**src/hw/cmb_pkg.sv**
```systemverilog
// Shared constants, types and register map of the CAN message buffer manager
package cmb_pkg;
  localparam int MSG_BYTES = 13;
  localparam int NUM_TX = 3;
  localparam int NUM_FILT = 4;

  // Register byte addresses
  localparam logic [7:0] ADDR_RX_BASE = 8'h00;
  localparam logic [3:0] ADDR_TX_PAGE0 = 4'h1;
  localparam logic [3:0] ADDR_TX_PAGE2 = 4'h3;
  localparam logic [3:0] ADDR_LOCAL_PRIORITY_FIELD_OFS = 4'hD;
  localparam logic [7:0] ADDR_RFLG = 8'h40;
  localparam logic [7:0] ADDR_RCTL = 8'h41;
  localparam logic [7:0] ADDR_TFLG = 8'h42;
  localparam logic [7:0] ADDR_TCTL = 8'h43;
  localparam logic [7:0] ADDR_ACTL = 8'h44;
  localparam logic [7:0] ADDR_MCTL = 8'h45;
  localparam logic [5:0] ADDR_PAT_PAGE = 6'h12;
  localparam logic [5:0] ADDR_MSK_PAGE = 6'h13;

  // Field positions
  localparam int RFLG_RXF = 0;
  localparam int RFLG_OVR = 1;
  localparam int RCTL_RXIE = 0;
  localparam int RCTL_OVIE = 1;
  localparam int TFLG_ABORT_ACKNOWLEDGE_FLAG_LSB = 4;
  localparam int TCTL_TXIE_LSB = 4;
  localparam int ACTL_MODE_LSB = 0;
  localparam int ACTL_HIT_LSB = 4;
  localparam int MCTL_LOOP = 0;
  localparam int IDR1_IDE = 3;

  // Compare selects on identifier bytes
  localparam logic [7:0] SEL_FULL = 8'hFF;
  localparam logic [7:0] SEL_STD_IDR1 = 8'hF8;

  // Reset values
  localparam logic [2:0] TXE_RST = 3'h7;
  localparam logic [7:0] BYTE_RST = 8'h00;

  typedef enum logic [1:0] {
    CMB_FILT_SINGLE = 2'b00,
    CMB_FILT_DUAL = 2'b01,
    CMB_FILT_QUAD = 2'b10,
    CMB_FILT_CLOSED = 2'b11
  } cmb_filt_mode_e;

  typedef enum logic {
    CMB_TX_IDLE = 1'b0,
    CMB_TX_SENDING = 1'b1
  } cmb_tx_state_e;

  // One received byte from the protocol engine
  typedef struct packed {
    logic valid;
    logic [3:0] idx;
    logic [7:0] data;
  } cmb_rx_beat_s;

  // Transmit events from the protocol engine, each a one-cycle pulse
  typedef struct packed {
    logic arb_req;
    logic done_ok;
    logic retry;
  } cmb_tx_evt_s;
endpackage : cmb_pkg

```
**src/hw/cmb_buffer_manager.sv**
```systemverilog
// CAN message buffer manager: receive FIFO, transmit buffers, acceptance filter
// What this block does
// - Receive is a two-stage FIFO: hidden background buffer, readable foreground buffer.
// - Each receive buffer holds 13 bytes: identifier, control bits and data.
// - Receive-full flag set when foreground holds a good, accepted message.
// - Every frame is written to background while filtering runs, accept or not, unless background holds a frame.
// - Accepted frame copies to foreground only when flag clear; then flag and interrupt.
// - Background can take a new frame right after the previous inter-frame space.
// - Own frames outside loop-back stay in background, no interrupt, no acknowledge.
// - In loop-back own frames are handled like any received frame.
// - After lost arbitration the winning frame is received as normal.
// - Both buffers full and another accepted frame: discard it, flag overrun.
// - While both buffers full, transmit continues and all incoming frames are dropped.
// - Three transmit buffers of 13 bytes, each with an 8-bit local priority.
// - Successful send sets the buffer's empty flag and raises transmit interrupt.
// - Among ready buffers the lowest local priority value is sent first.
// - Priority selection is repeated on every arbitration, retries included.
// - Abort request releases a buffer unless it is being sent: acknowledge, empty.
// - On release the abort acknowledge is 1 if aborted, 0 if sent.
// - Four pattern and four mask bytes; a set mask bit makes that bit don't-care.
// - Acceptance reports a two-bit hit; lowest matching section wins.
// - Single mode: 29-bit extended or 11-bit standard identifier compare, hit zero.
// - Dual mode: two filters on 14 upper extended or 11 standard bits.
// - Quad mode: four filters each comparing the first eight identifier bits.
// - Closed mode: no frame is accepted; only a frame already held in background can still reach the foreground and set receive-full.
// - Flags clear by writing one; clear ignored while the setting condition holds.
module cmb_buffer_manager
  import cmb_pkg::*;
(
  input wire logic core_clk,
  input wire logic nrst,
  input wire logic [7:0] reg_addr,
  input wire logic [7:0] reg_wdata,
  input wire logic reg_wr,
  input wire logic reg_rd,
  output logic [7:0] reg_rdata,
  input wire cmb_rx_beat_s rx_beat,
  input wire logic rx_frame_ok,
  input wire logic rx_own,
  input wire cmb_tx_evt_s tx_evt,
  input wire logic [3:0] tx_rd_idx,
  output logic [7:0] tx_rd_data,
  output logic tx_valid,
  output logic [1:0] tx_sel,
  output logic rx_ack_allow,
  output logic rx_irq,
  output logic tx_irq
);

  logic [7:0] bg_reg [MSG_BYTES];
  logic [7:0] fg_reg [MSG_BYTES];
  logic [7:0] txbuf_reg [NUM_TX][MSG_BYTES];
  logic [7:0] local_priority_field_reg [NUM_TX];
  logic [7:0] pat_reg [NUM_FILT];
  logic [7:0] msk_reg [NUM_FILT];
  // Identifier bytes of the frame on the wire, one per pattern register; captured even
  // while the background is held, so an overrun is judged on the new frame, not the held one
  logic [7:0] id_reg [NUM_FILT];

  logic rxf_reg, rxf_next;
  logic ovr_reg, ovr_next;
  logic bg_full_reg, bg_full_next;
  logic [1:0] bg_hit_reg;
  logic [1:0] hit_reg;
  logic rxie_reg, ovie_reg;
  logic [2:0] txe_reg, txe_next;
  logic [2:0] abort_acknowledge_flag_reg, abort_acknowledge_flag_next;
  logic [2:0] abort_request_flag_reg, abort_request_flag_next;
  logic [2:0] txie_reg;
  cmb_filt_mode_e mode_reg;
  logic loop_reg;
  cmb_tx_state_e tx_state_reg;
  logic [1:0] tx_sel_reg;
  logic tx_valid_reg;
  logic [7:0] rdata_reg;
  logic [7:0] tx_rd_data_reg;
  logic rx_ack_allow_reg, rx_irq_reg, tx_irq_reg;

  function automatic logic byte_match(input logic [7:0] id, input logic [7:0] pat,
                                      input logic [7:0] msk, input logic [7:0] sel);
    return ((id ^ pat) & ~msk & sel) == 8'h00;
  endfunction : byte_match

  // Lowest priority value wins; strict less-than keeps the lower index on ties
  function automatic logic [2:0] pick_buffer(input logic [2:0] ready,
                                             input logic [7:0] p0, input logic [7:0] p1,
                                             input logic [7:0] p2);
    logic found;
    logic [1:0] idx;
    logic [7:0] best;
    logic [7:0] pv [NUM_TX];
    found = 1'b0;
    idx = 2'h0;
    best = 8'hFF;
    pv[0] = p0;
    pv[1] = p1;
    pv[2] = p2;
    for (int i = 0; i < NUM_TX; i++) begin
      if (ready[i] && (!found || pv[i] < best)) begin
        found = 1'b1;
        idx = 2'(i);
        best = pv[i];
      end
    end
    return {found, idx};
  endfunction : pick_buffer

  // Acceptance filter over the identifier bytes of the incoming frame
  wire logic ide = id_reg[1][IDR1_IDE];
  wire logic [7:0] idr1_sel = ide ? SEL_FULL : SEL_STD_IDR1;
  wire logic single_hit = byte_match(id_reg[0], pat_reg[0], msk_reg[0], SEL_FULL)
    & byte_match(id_reg[1], pat_reg[1], msk_reg[1], idr1_sel)
    & (!ide | byte_match(id_reg[2], pat_reg[2], msk_reg[2], SEL_FULL))
    & (!ide | byte_match(id_reg[3], pat_reg[3], msk_reg[3], SEL_FULL));
  wire logic dual_hit0 = byte_match(id_reg[0], pat_reg[0], msk_reg[0], SEL_FULL)
    & byte_match(id_reg[1], pat_reg[1], msk_reg[1], idr1_sel);
  wire logic dual_hit1 = byte_match(id_reg[0], pat_reg[2], msk_reg[2], SEL_FULL)
    & byte_match(id_reg[1], pat_reg[3], msk_reg[3], idr1_sel);
  logic [3:0] quad_hits;
  always_comb begin
    for (int i = 0; i < NUM_FILT; i++) begin
      quad_hits[i] = byte_match(id_reg[0], pat_reg[i], msk_reg[i], SEL_FULL);
    end
  end
  wire logic [3:0] hits = (mode_reg == CMB_FILT_SINGLE) ? {3'h0, single_hit} :
                          (mode_reg == CMB_FILT_DUAL) ? {2'h0, dual_hit1, dual_hit0} :
                          (mode_reg == CMB_FILT_QUAD) ? quad_hits : 4'h0;
  wire logic hit_any = |hits;
  wire logic [1:0] hit_idx = hits[0] ? 2'h0 : hits[1] ? 2'h1 :
                             hits[2] ? 2'h2 : 2'h3;

  // Register decode
  wire logic [3:0] page = reg_addr[7:4];
  wire logic [3:0] ofs = reg_addr[3:0];
  wire logic tx_page = (page >= ADDR_TX_PAGE0) && (page <= ADDR_TX_PAGE2);
  wire logic [1:0] wr_buf = 2'(page - ADDR_TX_PAGE0);
  wire logic tx_data_wr = reg_wr && tx_page && (ofs < 4'(MSG_BYTES)) && txe_reg[wr_buf];
  wire logic tx_local_priority_field_wr = reg_wr && tx_page && (ofs == ADDR_LOCAL_PRIORITY_FIELD_OFS) && txe_reg[wr_buf];
  wire logic wr_rflg = reg_wr && (reg_addr == ADDR_RFLG);
  wire logic wr_rctl = reg_wr && (reg_addr == ADDR_RCTL);
  wire logic wr_tflg = reg_wr && (reg_addr == ADDR_TFLG);
  wire logic wr_tctl = reg_wr && (reg_addr == ADDR_TCTL);
  wire logic wr_actl = reg_wr && (reg_addr == ADDR_ACTL);
  wire logic wr_mctl = reg_wr && (reg_addr == ADDR_MCTL);
  wire logic wr_pat = reg_wr && (reg_addr[7:2] == ADDR_PAT_PAGE);
  wire logic wr_msk = reg_wr && (reg_addr[7:2] == ADDR_MSK_PAGE);

  // Receive path
  wire logic own_blocked = rx_own && !loop_reg;
  wire logic frame_accept = rx_frame_ok && hit_any && !own_blocked;
  wire logic copy_direct = frame_accept && !bg_full_reg && !rxf_reg;
  wire logic hold_bg = frame_accept && !bg_full_reg && rxf_reg;
  wire logic overrun_ev = frame_accept && bg_full_reg;
  // A held frame moves up one cycle after the receive-full flag reads clear
  wire logic drain = bg_full_reg && !rxf_reg;
  wire logic bg_wr = rx_beat.valid && !bg_full_reg
                     && (rx_beat.idx < 4'(MSG_BYTES));
  wire logic id_wr = rx_beat.valid && (rx_beat.idx < 4'(NUM_FILT));
  wire logic clr_rxf = wr_rflg && reg_wdata[RFLG_RXF];
  wire logic clr_ovr = wr_rflg && reg_wdata[RFLG_OVR];

  assign rxf_next = copy_direct || drain || (rxf_reg && !clr_rxf);
  assign ovr_next = overrun_ev || (ovr_reg && !clr_ovr);
  assign bg_full_next = hold_bg || (bg_full_reg && !drain);

  // Transmit path
  wire logic sending = (tx_state_reg == CMB_TX_SENDING);
  // A buffer with an abort pending is never offered to arbitration
  wire logic [2:0] tx_ready = ~txe_reg & ~abort_request_flag_reg;
  wire logic [2:0] pick = pick_buffer(tx_ready, local_priority_field_reg[0], local_priority_field_reg[1], local_priority_field_reg[2]);
  wire logic [2:0] done_set = (sending && tx_evt.done_ok) ? 3'(1 << tx_sel_reg) : 3'h0;
  logic [2:0] abort_grant;
  always_comb begin
    for (int i = 0; i < NUM_TX; i++) begin
      abort_grant[i] = abort_request_flag_reg[i] && !txe_reg[i]
                       && !(sending && tx_sel_reg == 2'(i));
    end
  end
  wire logic [2:0] release_set = done_set | abort_grant;
  wire logic [2:0] sw_clr_txe = wr_tflg ? reg_wdata[2:0] : 3'h0;

  assign txe_next = release_set | (txe_reg & ~sw_clr_txe);
  assign abort_acknowledge_flag_next = abort_grant | (abort_acknowledge_flag_reg & ~done_set);
  // A request on an empty buffer has nothing to abort; kept, it would kill the next load
  assign abort_request_flag_next = (wr_tctl ? (reg_wdata[2:0] & ~txe_reg) : abort_request_flag_reg) & ~release_set;

  // Read mux
  function automatic logic [7:0] read_value(input logic [7:0] a);
    logic [7:0] v;
    v = 8'h00;
    if (a[7:4] == ADDR_RX_BASE[7:4] && a[3:0] < 4'(MSG_BYTES)) begin
      v = fg_reg[a[3:0]];
    end else if (a[7:4] >= ADDR_TX_PAGE0 && a[7:4] <= ADDR_TX_PAGE2) begin
      if (a[3:0] < 4'(MSG_BYTES)) begin
        v = txbuf_reg[2'(a[7:4] - ADDR_TX_PAGE0)][a[3:0]];
      end else if (a[3:0] == ADDR_LOCAL_PRIORITY_FIELD_OFS) begin
        v = local_priority_field_reg[2'(a[7:4] - ADDR_TX_PAGE0)];
      end
    end else if (a == ADDR_RFLG) begin
      v[RFLG_RXF] = rxf_reg;
      v[RFLG_OVR] = ovr_reg;
    end else if (a == ADDR_RCTL) begin
      v[RCTL_RXIE] = rxie_reg;
      v[RCTL_OVIE] = ovie_reg;
    end else if (a == ADDR_TFLG) begin
      v[2:0] = txe_reg;
      v[TFLG_ABORT_ACKNOWLEDGE_FLAG_LSB +: 3] = abort_acknowledge_flag_reg;
    end else if (a == ADDR_TCTL) begin
      v[2:0] = abort_request_flag_reg;
      v[TCTL_TXIE_LSB +: 3] = txie_reg;
    end else if (a == ADDR_ACTL) begin
      v[ACTL_MODE_LSB +: 2] = mode_reg;
      v[ACTL_HIT_LSB +: 2] = hit_reg;
    end else if (a == ADDR_MCTL) begin
      v[MCTL_LOOP] = loop_reg;
    end else if (a[7:2] == ADDR_PAT_PAGE) begin
      v = pat_reg[a[1:0]];
    end else if (a[7:2] == ADDR_MSK_PAGE) begin
      v = msk_reg[a[1:0]];
    end
    return v;
  endfunction : read_value

  wire logic [7:0] tx_byte = (tx_rd_idx < 4'(MSG_BYTES)) ?
                             txbuf_reg[tx_sel_reg][tx_rd_idx] : 8'h00;

  // Background buffer: overwritten by every frame while not holding one, filter result irrelevant
  always_ff @(posedge core_clk or negedge nrst) begin
    if (!nrst) begin
      for (int i = 0; i < MSG_BYTES; i++) bg_reg[i] <= BYTE_RST;
    end else if (bg_wr) begin
      bg_reg[rx_beat.idx] <= rx_beat.data;
    end
  end

  // Identifier capture runs on every frame, whatever the state of the background
  always_ff @(posedge core_clk or negedge nrst) begin
    if (!nrst) begin
      for (int i = 0; i < NUM_FILT; i++) id_reg[i] <= BYTE_RST;
    end else if (id_wr) begin
      id_reg[rx_beat.idx[1:0]] <= rx_beat.data;
    end
  end

  // Foreground buffer and hit report, loaded together from the background
  always_ff @(posedge core_clk or negedge nrst) begin
    if (!nrst) begin
      for (int i = 0; i < MSG_BYTES; i++) fg_reg[i] <= BYTE_RST;
      hit_reg <= 2'h0;
      bg_hit_reg <= 2'h0;
    end else begin
      if (copy_direct || drain) begin
        for (int i = 0; i < MSG_BYTES; i++) fg_reg[i] <= bg_reg[i];
        hit_reg <= copy_direct ? hit_idx : bg_hit_reg;
      end
      if (hold_bg) begin
        bg_hit_reg <= hit_idx;
      end
    end
  end

  always_ff @(posedge core_clk or negedge nrst) begin
    if (!nrst) begin
      rxf_reg <= 1'b0;
      ovr_reg <= 1'b0;
      bg_full_reg <= 1'b0;
      txe_reg <= TXE_RST;
      abort_acknowledge_flag_reg <= 3'h0;
      abort_request_flag_reg <= 3'h0;
    end else begin
      rxf_reg <= rxf_next;
      ovr_reg <= ovr_next;
      bg_full_reg <= bg_full_next;
      txe_reg <= txe_next;
      abort_acknowledge_flag_reg <= abort_acknowledge_flag_next;
      abort_request_flag_reg <= abort_request_flag_next;
    end
  end

  // Control registers written by software
  always_ff @(posedge core_clk or negedge nrst) begin
    if (!nrst) begin
      rxie_reg <= 1'b0;
      ovie_reg <= 1'b0;
      txie_reg <= 3'h0;
      mode_reg <= CMB_FILT_SINGLE;
      loop_reg <= 1'b0;
      for (int i = 0; i < NUM_FILT; i++) begin
        pat_reg[i] <= BYTE_RST;
        msk_reg[i] <= BYTE_RST;
      end
    end else begin
      if (wr_rctl) begin
        rxie_reg <= reg_wdata[RCTL_RXIE];
        ovie_reg <= reg_wdata[RCTL_OVIE];
      end
      if (wr_tctl) txie_reg <= reg_wdata[TCTL_TXIE_LSB +: 3];
      if (wr_actl) mode_reg <= cmb_filt_mode_e'(reg_wdata[ACTL_MODE_LSB +: 2]);
      if (wr_mctl) loop_reg <= reg_wdata[MCTL_LOOP];
      if (wr_pat) pat_reg[reg_addr[1:0]] <= reg_wdata;
      if (wr_msk) msk_reg[reg_addr[1:0]] <= reg_wdata;
    end
  end

  // Transmit buffers accept writes only while released, so a queued frame stays intact
  always_ff @(posedge core_clk or negedge nrst) begin
    if (!nrst) begin
      for (int b = 0; b < NUM_TX; b++) begin
        local_priority_field_reg[b] <= BYTE_RST;
        for (int i = 0; i < MSG_BYTES; i++) txbuf_reg[b][i] <= BYTE_RST;
      end
    end else begin
      if (tx_data_wr) txbuf_reg[wr_buf][ofs] <= reg_wdata;
      if (tx_local_priority_field_wr) local_priority_field_reg[wr_buf] <= reg_wdata;
    end
  end

  // Transmit scheduler: reselects on every arbitration request
  always_ff @(posedge core_clk or negedge nrst) begin
    if (!nrst) begin
      tx_state_reg <= CMB_TX_IDLE;
      tx_sel_reg <= 2'h0;
      tx_valid_reg <= 1'b0;
    end else begin
      unique case (tx_state_reg)
        CMB_TX_IDLE: begin
          if (tx_evt.arb_req && pick[2]) begin
            tx_state_reg <= CMB_TX_SENDING;
            tx_sel_reg <= pick[1:0];
            tx_valid_reg <= 1'b1;
          end
        end
        // A retry drops back to idle so the next arbitration selects afresh
        CMB_TX_SENDING: begin
          if (tx_evt.done_ok || tx_evt.retry) begin
            tx_state_reg <= CMB_TX_IDLE;
            tx_valid_reg <= 1'b0;
          end
        end
      endcase
    end
  end

  always_ff @(posedge core_clk or negedge nrst) begin
    if (!nrst) begin
      rdata_reg <= 8'h00;
      tx_rd_data_reg <= 8'h00;
      rx_ack_allow_reg <= 1'b0;
      rx_irq_reg <= 1'b0;
      tx_irq_reg <= 1'b0;
    end else begin
      rdata_reg <= reg_rd ? read_value(reg_addr) : 8'h00;
      tx_rd_data_reg <= tx_byte;
      rx_ack_allow_reg <= !own_blocked;
      rx_irq_reg <= (rxf_next && rxie_reg) || (ovr_next && ovie_reg);
      tx_irq_reg <= |(txe_next & txie_reg);
    end
  end

  assign reg_rdata = rdata_reg;
  assign tx_rd_data = tx_rd_data_reg;
  assign tx_valid = tx_valid_reg;
  assign tx_sel = tx_sel_reg;
  assign rx_ack_allow = rx_ack_allow_reg;
  assign rx_irq = rx_irq_reg;
  assign tx_irq = tx_irq_reg;
endmodule : cmb_buffer_manager

```
**config.mk**
```make
export PLATFORM = sky130hd
export DESIGN_NAME = cmb_buffer_manager
export DESIGN_NICKNAME = d
export VERILOG_FILES = /design/src/hw/cmb_pkg.sv /design/src/hw/cmb_buffer_manager.sv
export SDC_FILE = /design/constraint.sdc
export NUM_CORES = 1
export LEC_CHECK = 0
export ABC_CLOCK_PERIOD_IN_PS = 6500
export BUFFER_PORTS_ARGS = -buffer_cell sky130_fd_sc_hd__buf_4
export CORE_MARGIN = 3
export CORE_UTILIZATION = 55
export DETAILED_ROUTE_END_ITERATION = 16
export GPL_ROUTABILITY_DRIVEN = 0
export PLACE_DENSITY = 0.76
export SLEW_MARGIN = 10
export SYNTH_ARGS = -nofsm -noshare
export SYNTH_HDL_FRONTEND = slang
export SYNTH_SLANG_ARGS = --single-unit
export TNS_END_PERCENT = 30
```
**constraint.sdc**
```tcl
create_clock -name core_clk -period 6.5 [get_ports core_clk]
set_clock_uncertainty 0.1 [all_clocks]
set_input_delay 1.3 -clock core_clk [delete_from_list [all_inputs] [get_ports core_clk]]
set_output_delay 1.3 -clock core_clk [all_outputs]
set_load 0.01 [all_outputs]
```
==> out/results.md, run 1 <==
| Quantity | Value | Unit |
|---|---|---|
| Number of distinct standard cells referenced by the synthesized netlist | 67 | - |
| Yosys warnings | 0 | - |
| Total Power Consumption | 10.6 | mW |
| Relative slew margins | 17.0 | % |
| Clk buf depth | 3 | - |
| Crit path cell chain | buf_4 > buf_4 > buf_4 > mux2_2 > a211oi_1 > nor3_1 > a21oi_1 > o21ai_0 > a31oi_1 > o22ai_1 > o21ba_2 | - |
| Std-Cell Core Area | 0.0624 | mm² |
| Total global routing track utilization | 30.7 | % |
| Vias per Instance | 6.74 | - |
| Post-DR wirelength/cell | 28.0 | µm |
| Area of the die | 0.0668 | mm² |
| Post-synthesis async set-or-reset flop share | 100 | % |
| Instance count after placement with tap cells included | 3521 | - |
| Clock input transition at the sequential cells of the worst setup and hold paths | 0.06 | ns |
| Sequential area share after synthesis | 49.0 | % |
| Post CTS Setup Buffer Count | 0 | - |
| Layout cell share with drive strength beyond 1 | 36.4 | % |
| Area growth syn-to-layout | 10.5 | % |
| Measured slew at the worst slew-check pin | 1.24 | ns |
| Share of the clock period used by the worst path | 75.4 | % |
| Horizontal die dimension | 259 | µm |
| Worst r2r path cells | 16 | - |
| Clock latency on the worst-skew pair | 0.65 | ns |
| Post-detailed-placement half-perimeter wirelength | 65.7 | mm |
| Total leakage power | 17.7 | nW |
| Endpoint required time on the critical path | 6.95 | ns |
| Cell types with the largest area share after synthesis | sky130_fd_sc_hd__dfrtp_1, sky130_fd_sc_hd__mux2_2, sky130_fd_sc_hd__mux4_2, sky130_fd_sc_hd__mux2i_1, sky130_fd_sc_hd__mux2_4 | - |
| Worst stage delay on the critical path | 0.76 | ns |
| Max-capacitance violation count | 0 | - |
| Initial standard-cell utilization of the core | 56.2 | % |
| Dominant cell type by count on the critical path | sky130_fd_sc_hd__buf_4 | - |
| Clock root buffer | sky130_fd_sc_hd__clkbuf_16 | - |
| Setup Total Neg Slack | 0 | ns |
| Crit Path Class | primary input to register | - |
| EDFF count, synth | 0 | - |
| Post-synth top area cell | sky130_fd_sc_hd__dfrtp_1 | - |
| Flip-flop cell with the highest count after synthesis | sky130_fd_sc_hd__dfrtp_1 | - |
| Hold worst-path end | fg_reg[72]$_DFFE_PN0P_ | - |
| Row count | 91 | - |
| TritonCTS clock tree | done | - |
| Peak supply drop | 217 | µV |
| Antenna diode count | 0 | - |
| Hold_buf cts | 0 | - |
| Reg-to-Reg End | tx_sel[0]$_DFFE_PN0P_ | - |
| Peak clock frequency supported by timing | 204 | MHz |
| CTS Buf Count | 73 | - |
| Startpoint of the most critical hold path | bg_reg[72]$_DFFE_PN0P_ | - |
| Worst Path Max Fanout | 33 | - |
| Routed wire length | 102 | mm |
| Setup repair after global routing missed its margin | false | - |
| H-tree Lvls | 3 | - |
| Count of TritonRoute iterations in the first routing pass | 6 | - |
| Startpoint of the most critical register-to-register path | abort_request_flag_reg[0]$_DFF_PN0_ | - |
| Final #Nets | 2820 | - |
| Hold Path Depth | 1 | - |
| Number of setup violations in the final report | 0 | - |
| Type of the tightest min-delay check | register to register | - |
| Netlist Area Pre-Place | 0.0351 | mm² |
| Final cell count without fillers | 3655 | - |
| Post-Place Cell Area | 0.0361 | mm² |
| GRT Residual Overflow | 0 | - |
| Largest net degree at the start of global routing | 167 | - |
| Smallest setup slack after layout | 1.60 | ns |
| Critical path data arrival time | 5.35 | ns |
| Sink count of the clock tree | 687 | - |
| Area of all placed cells without fillers | 0.0387 | mm² |
| Die outline height | 259 | µm |
| Pre-CTS setup slack | 1.33 | ns |
| Number of nets still failing antenna checks after routing | 0 | - |
| Global-route wire length before repair | 157 | mm |
| Pwr Density | 273 | mW/mm² |
| Cts repair resizes | 0 | - |
| Worst-case register-to-register setup slack | 2.75 | ns |
| Status | completed | - |
| Number of input and output port buffers inserted | 63 | - |
| DR DRC count | 0 | - |
| Critical path buffers and inverters | 3 | - |
| Violation count after the first detailed-route iteration | 2854 | - |
| Final Max Slew Viols | 0 | - |
| Number of ports placed on the die boundary | 64 | - |
| Syn Nets | 2856 | - |
| Kind of cell adding the most delay to the critical path | compound AO/OA/AOI/OAI gates | - |
| Gate count after technology mapping | 2795 | - |
| Synthesis-stage register bit count | 687 | - |
| Synth Area per Inst | 12.5 | µm² |
| Initial antenna violation count | 4 | - |
| Fraction of synthesized cell area taken by the top area cell type | 48.8 | % |
| Vias | 24600 | - |
| CP max-delay cell | sky130_fd_sc_hd__a21oi_1 | - |
| Worst setup EP type | register | - |
| Largest register FFs | 312 | - |
| Filler cells | 4738 | - |
| Critical path launch point type | primary input | - |
| Final Hold Violating Endpoints | 0 | - |
| Crit path time final | 4.90 | ns |
| Vias in the first global route | 25700 | - |
==> layout make-up <==
| type | instances | area (µm²) | share of cell area [%] |
|---|---|---|---|
| Sequential cell | 687 | 17200 | 44.4 |
| Multi-Input combinational cell | 1880 | 17000 | 43.8 |
| Clock buffer | 103 | 2100 | 5.42 |
| Tap cell | 837 | 1050 | 2.70 |
| Timing Repair Buffer | 94 | 788 | 2.03 |
| Clock inverter | 31 | 539 | 1.39 |
| Inverter | 23 | 86.3 | 0.223 |
==> how the worst max path moves through the flow <==
stage / startpoint / endpoint / slack (ns) / cells past startpoint
floorplan: reg_addr[4] / txbuf_reg[152]$_DFFE_PN0P_ / 2.38 / 12
global placement: reg_addr[4] / reg_rdata[4]$_DFF_PN0_ / 1.32 / 11
detailed placement: reg_addr[4] / reg_rdata[4]$_DFF_PN0_ / 1.33 / 11
CTS: reg_addr[4] / reg_rdata[4]$_DFF_PN0_ / 1.99 / 11
global route: reg_addr[0] / reg_rdata[2]$_DFF_PN0_ / 1.56 / 11
finish: reg_addr[0] / reg_rdata[2]$_DFF_PN0_ / 1.60 / 11
==> cell usage after synthesis, types with 15 or more instances <==
cell,count
sky130_fd_sc_hd__buf_1,26
sky130_fd_sc_hd__a221oi_1,48
sky130_fd_sc_hd__inv_1,22
sky130_fd_sc_hd__xnor2_1,64
sky130_fd_sc_hd__nor3_1,25
sky130_fd_sc_hd__nor2_1,128
sky130_fd_sc_hd__ha_1,19
sky130_fd_sc_hd__a211oi_1,19
sky130_fd_sc_hd__o22ai_1,43
sky130_fd_sc_hd__nor2b_1,23
sky130_fd_sc_hd__mux2_4,49
sky130_fd_sc_hd__mux2_2,653
sky130_fd_sc_hd__o21ai_0,133
sky130_fd_sc_hd__nand2_1,177
sky130_fd_sc_hd__o211ai_1,38
sky130_fd_sc_hd__a22oi_1,15
sky130_fd_sc_hd__mux4_2,83
sky130_fd_sc_hd__dfrtp_1,684
sky130_fd_sc_hd__clkbuf_1,138
sky130_fd_sc_hd__buf_2,35
sky130_fd_sc_hd__mux2i_1,140
sky130_fd_sc_hd__a21oi_1,95
==> worst register-to-register path: stages (launching register included) <==
cell,delay (ns)
sky130_fd_sc_hd__dfrtp_1,0.46
sky130_fd_sc_hd__or2_2,0.39
sky130_fd_sc_hd__nor2_1,0.16
sky130_fd_sc_hd__ha_1,0.27
sky130_fd_sc_hd__a211oi_1,0.25
sky130_fd_sc_hd__nand2_1,0.09
sky130_fd_sc_hd__a21oi_1,0.19
sky130_fd_sc_hd__o31ai_1,0.09
sky130_fd_sc_hd__buf_4,0.20
sky130_fd_sc_hd__o21ai_0,0.20
sky130_fd_sc_hd__ha_1,0.29
sky130_fd_sc_hd__a21oi_1,0.16
sky130_fd_sc_hd__nor2b_1,0.06
sky130_fd_sc_hd__o21ai_0,0.20
sky130_fd_sc_hd__nand3b_1,0.12
sky130_fd_sc_hd__a211oi_1,0.26
sky130_fd_sc_hd__o32ai_1,0.14
==> cell usage in the layout (no fill, tap or decap), drive strengths merged, types with 15 or more instances in the layout <==
| master | instances |
|---|---|
| mux2 | 702 |
| a211oi | 21 |
| a22oi | 15 |
| inv | 28 |
| dfrtp | 684 |
| nor3 | 26 |
| a221oi | 48 |
| clkbuf | 103 |
| ha | 19 |
| mux4 | 83 |
| nor2 | 128 |
| buf | 94 |
| o22ai | 43 |
| a21oi | 96 |
| nand2 | 177 |
| o21ai | 133 |
| nor2b | 23 |
| xnor2 | 64 |
| mux2i | 140 |
| o211ai | 38 |
==> layer usage <==
metal	share of wire [%]	vias to the layer above	GRT usage [%]
met1	38	12700	39.8
met2	46	1359	48.1
met3	9.2	378	7.22
li1	-	10200	-
met5	0.021	-	0
met4	6.0	4	17.0
==> logic make-up after synthesis <==
| group | count (synthesis) | share of synthesized area [%] |
|---|---|---|
| simple gates | 428 | 5.42 |
| flops | 687 | 49.0 |
| mux | 925 | 32.4 |
| buf+inv | 228 | 2.69 |
| fa+ha+maj | 19 | 0.678 |
| compound gates | 444 | 8.19 |
| xor+xnor | 64 | 1.60 |
==> where the power goes <==
part	switching, mW	total [mW]	internal (mW)
registers	0.233	4.68	4.45
logic	0.815	1.35	0.534
clock network	1.87	4.53	2.67
total	2.91	10.6	7.65
==> stage by stage <==
step | hold slack [ns] | utilization [%]
floorplan | 0.346 | -
detailed placement | 0.383 | 57.9
CTS | 0.392 | 62.1
global placement | 0.379 | 57.9
finish | 0.397 | 62.1
global route | 0.411 | 62.1
Note: power is estimated with default switching activity, not from simulation.
==> run 2: changes to the inputs <==
- ABC_CLOCK_PERIOD_IN_PS: 6500 -> 4700
- clock period: 6.5 -> 4.7 ns (I/O delays scaled with it)
==> run 2 against run 1 <==
  * Flip-flop and latch count stayed put
  * Core utilization is 0.30 points higher
  * Critical path depth unchanged
  * Combinational power is 40% higher
  * Sequential power is 38% higher
  * Critical path type unchanged
==> out/results.md, run 2 (same netlist as run 1, synthesis figures left out) <==
| Quantity | Value | Unit | Change |
|---|---|---|---|
| Count of TritonRoute iterations in the first routing pass | 6 | - | unchanged |
| Final cell count without fillers | 3685 | - | was 3655 |
| Max-capacitance violation count | 0 | - | unchanged |
| Area growth syn-to-layout | 11.0 | % | was 10.5% |
| Final Hold Violating Endpoints | 0 | - | unchanged |
| Worst Path Max Fanout | 47 | - | was 33 |
| Instance count after placement with tap cells included | 3555 | - | was 3521 |
| Sink count of the clock tree | 687 | - | unchanged |
| Measured slew at the worst slew-check pin | 1.37 | ns | was 1.24 ns |
| Area of all placed cells without fillers | 0.0389 | mm² | was 0.0387 mm² |
| Clock latency on the worst-skew pair | 0.62 | ns | was 0.65 ns |
| Number of ports placed on the die boundary | 64 | - | unchanged |
| Vias per Instance | 6.81 | - | was 6.74 |
| Total leakage power | 17.8 | nW | was 17.7 nW |
| Area of the die | 0.0668 | mm² | unchanged |
| Horizontal die dimension | 259 | µm | unchanged |
| Fraction of power spent switching nets | 27.2 | % | was 27.6% |
| Peak supply drop | 314 | µV | was 217 µV |
| Crit path time final | 4.48 | ns |  |
| Post CTS Setup Buffer Count | 0 | - | unchanged |
| Worst r2r path cells | 17 | - | was 16 |
| Cts repair resizes | 0 | - | unchanged |
| Logic pwr share | 13.1 | % | was 12.8% |
| Share of the clock period used by the worst path | 95.3 | % |  |
| Setup repair after global routing missed its margin | false | - | unchanged |
| Routed wire length | 104 | mm | was 102 mm |
| Net switching power | 3.92 | mW | was 2.91 mW |
| Clock input transition at the sequential cells of the worst setup and hold paths | 0.06 | ns | about the same |
| Worst setup EP type | register | - | unchanged |
| Smallest setup slack after layout | 0.219 | ns | was 1.60 ns |
| Clock root buffer | sky130_fd_sc_hd__clkbuf_16 | - | unchanged |
| Relative contribution of sequential cells to total power | 45.0 | % | was 44.3% |
| Number of nets still failing antenna checks after routing | 0 | - | unchanged |
| Critical path data arrival time | 4.91 | ns | was 5.35 ns |
| Pwr Density | 370 | mW/mm² | was 273 mW/mm² |
| Critical path launch point type | primary input | - | unchanged |
| Hold_buf cts | 0 | - | unchanged |
| Internal power summed over all cells | 10.5 | mW | was 7.65 mW |
| Vias in the first global route | 25900 | - | was 25700 |
| Status | completed | - | unchanged |
| Total global routing track utilization | 31.2 | % | was 30.7% |
| Peak clock frequency supported by timing | 223 | MHz |  |
| Crit Path Class | primary input to register | - | unchanged |
| Pre-CTS setup slack | 0.194 | ns | was 1.33 ns |
| Number of setup violations in the final report | 0 | - | unchanged |
| Post-Place Cell Area | 0.0364 | mm² | was 0.0361 mm² |
| Vias | 25100 | - | was 24600 |
| Relative slew margins | 8.14 | % | was 17.0% |
| Layout cell share with drive strength beyond 1 | 37.0 | % | was 36.4% |
| Largest net degree at the start of global routing | 106 | - | was 167 |
| Violation count after the first detailed-route iteration | 3004 | - | was 2854 |
| Proportion of power drawn by the clock network | 41.8 | % | was 42.9% |
| Row count | 91 | - | unchanged |
| Die outline height | 259 | µm | unchanged |
| Type of the tightest min-delay check | primary input to async pin | - | was register to register |
| Post-DR wirelength/cell | 28.1 | µm | was 28.0 µm |
| Initial antenna violation count | 7 | - | was 4 |
| Most common cell after layout, fill and taps aside | sky130_fd_sc_hd__dfrtp_1 | - | unchanged |
| H-tree Lvls | 3 | - | unchanged |
| DR DRC count | 0 | - | unchanged |
| Global-route wire length before repair | 160 | mm | was 157 mm |
| CTS Buf Count | 73 | - | unchanged |
| Final Max Slew Viols | 0 | - | unchanged |
| Clk buf depth | 3 | - | unchanged |
| Post-detailed-placement half-perimeter wirelength | 68.2 | mm | was 65.7 mm |
| Post-route worst hold slack | 0.269 | ns | was 0.397 ns |
| TritonCTS clock tree | done | - | unchanged |
| Initial standard-cell utilization of the core | 56.2 | % | unchanged |
| Commonest cells after routing, fill and taps aside | sky130_fd_sc_hd__dfrtp_1, sky130_fd_sc_hd__mux2_2, sky130_fd_sc_hd__nand2_1 | - | unchanged |
| Largest register FFs | 312 | - | unchanged |
| Endpoint required time on the critical path | 5.13 | ns | was 6.95 ns |
| GRT Residual Overflow | 0 | - | unchanged |
| Final #Nets | 2854 | - | was 2820 |
| Setup Total Neg Slack | 0 | ns | unchanged |
| Number of input and output port buffers inserted | 63 | - | unchanged |
| Std-Cell Core Area | 0.0624 | mm² | unchanged |
[run 2: changes by cell type in the layout (fill, tap and decap cells not counted), sizes merged]
cell	before	now
inv	28	26
diode	0	3
clkbuf	103	98
clkinvlp	3	1
clkinv	14	16
buf	94	128
[run 2: metal layers]
| metal | GRT usage, % | vias up | part of all wire [%] |
|---|---|---|---|
| met4 | 18.1 | 8 | 6.4 |
| met2 | 48.3 | 1557 | 46 |
| met3 | 6.96 | 402 | 9.6 |
| li1 | - | 10300 | - |
| met5 | 0 | - | 0.077 |
| met1 | 40.6 | 12800 | 38 |
[run 2: layout make-up]
class | count | area (µm²)
Clock buffer | 98 | 2030
Inverter | 23 | 86.3
Fill cell | 4717 | 23500
Antenna cell | 3 | 7.51
Sequential cell | 687 | 17200
Multi-Input combinational cell | 1880 | 17000
Timing Repair Buffer | 128 | 1110
Tap cell | 837 | 1050
Clock inverter | 29 | 473
[run 2: power groups by stage]
stage	sequential [mW]	clock, mW	combinational, mW
3_5_place_dp	6.57	0	1.84
6_report	6.48	6.02	1.89
5_1_grt	6.50	6.33	2.00
4_1_cts	6.47	6.09	1.85
2_1_floorplan	6.40	0	1.27
3_3_place_gp	6.55	0	1.79
[run 2: metrics by stage]
step / power [mW] / util (%)
after floorplan: 7.67 / -
after global placement: 8.35 / 58.4
after detailed placement: 8.41 / 58.4
after CTS: 14.4 / 62.4
after global routing: 14.8 / 62.4
final: 14.4 / 62.4
[run 2: path summary, 6_finish.rpt]
kind,slack (ns),startpoint,endpoint
max in group asynchronous,3.07,nrst,txbuf_reg[300]$_DFFE_PN0P_
worst min-delay path,0.27,nrst,local_priority_field_reg[6]$_DFFE_PN0P_
min in group core_clk,0.39,tx_valid$_DFFE_PN0P_,tx_valid$_DFFE_PN0P_
worst min register to register,0.39,tx_valid$_DFFE_PN0P_,tx_valid$_DFFE_PN0P_
worst max-delay path,0.22,reg_addr[4],reg_rdata[3]$_DFF_PN0_
worst max register to register,0.81,abort_request_flag_reg[0]$_DFF_PN0_,tx_sel[1]$_DFFE_PN0P_
[run 2: critical path, stage by stage]
cell and delay, ns:
sky130_fd_sc_hd__buf_4 0.12, sky130_fd_sc_hd__inv_1 0.09, sky130_fd_sc_hd__ha_4 0.56, sky130_fd_sc_hd__nor2b_4 0.43
sky130_fd_sc_hd__buf_12 0.30, sky130_fd_sc_hd__a22oi_1 0.21, sky130_fd_sc_hd__o21ai_0 0.20, sky130_fd_sc_hd__o2111ai_1 0.15
sky130_fd_sc_hd__nor4_1 1.15, sky130_fd_sc_hd__o21ai_0 0.40, sky130_fd_sc_hd__a21oi_1 0.29
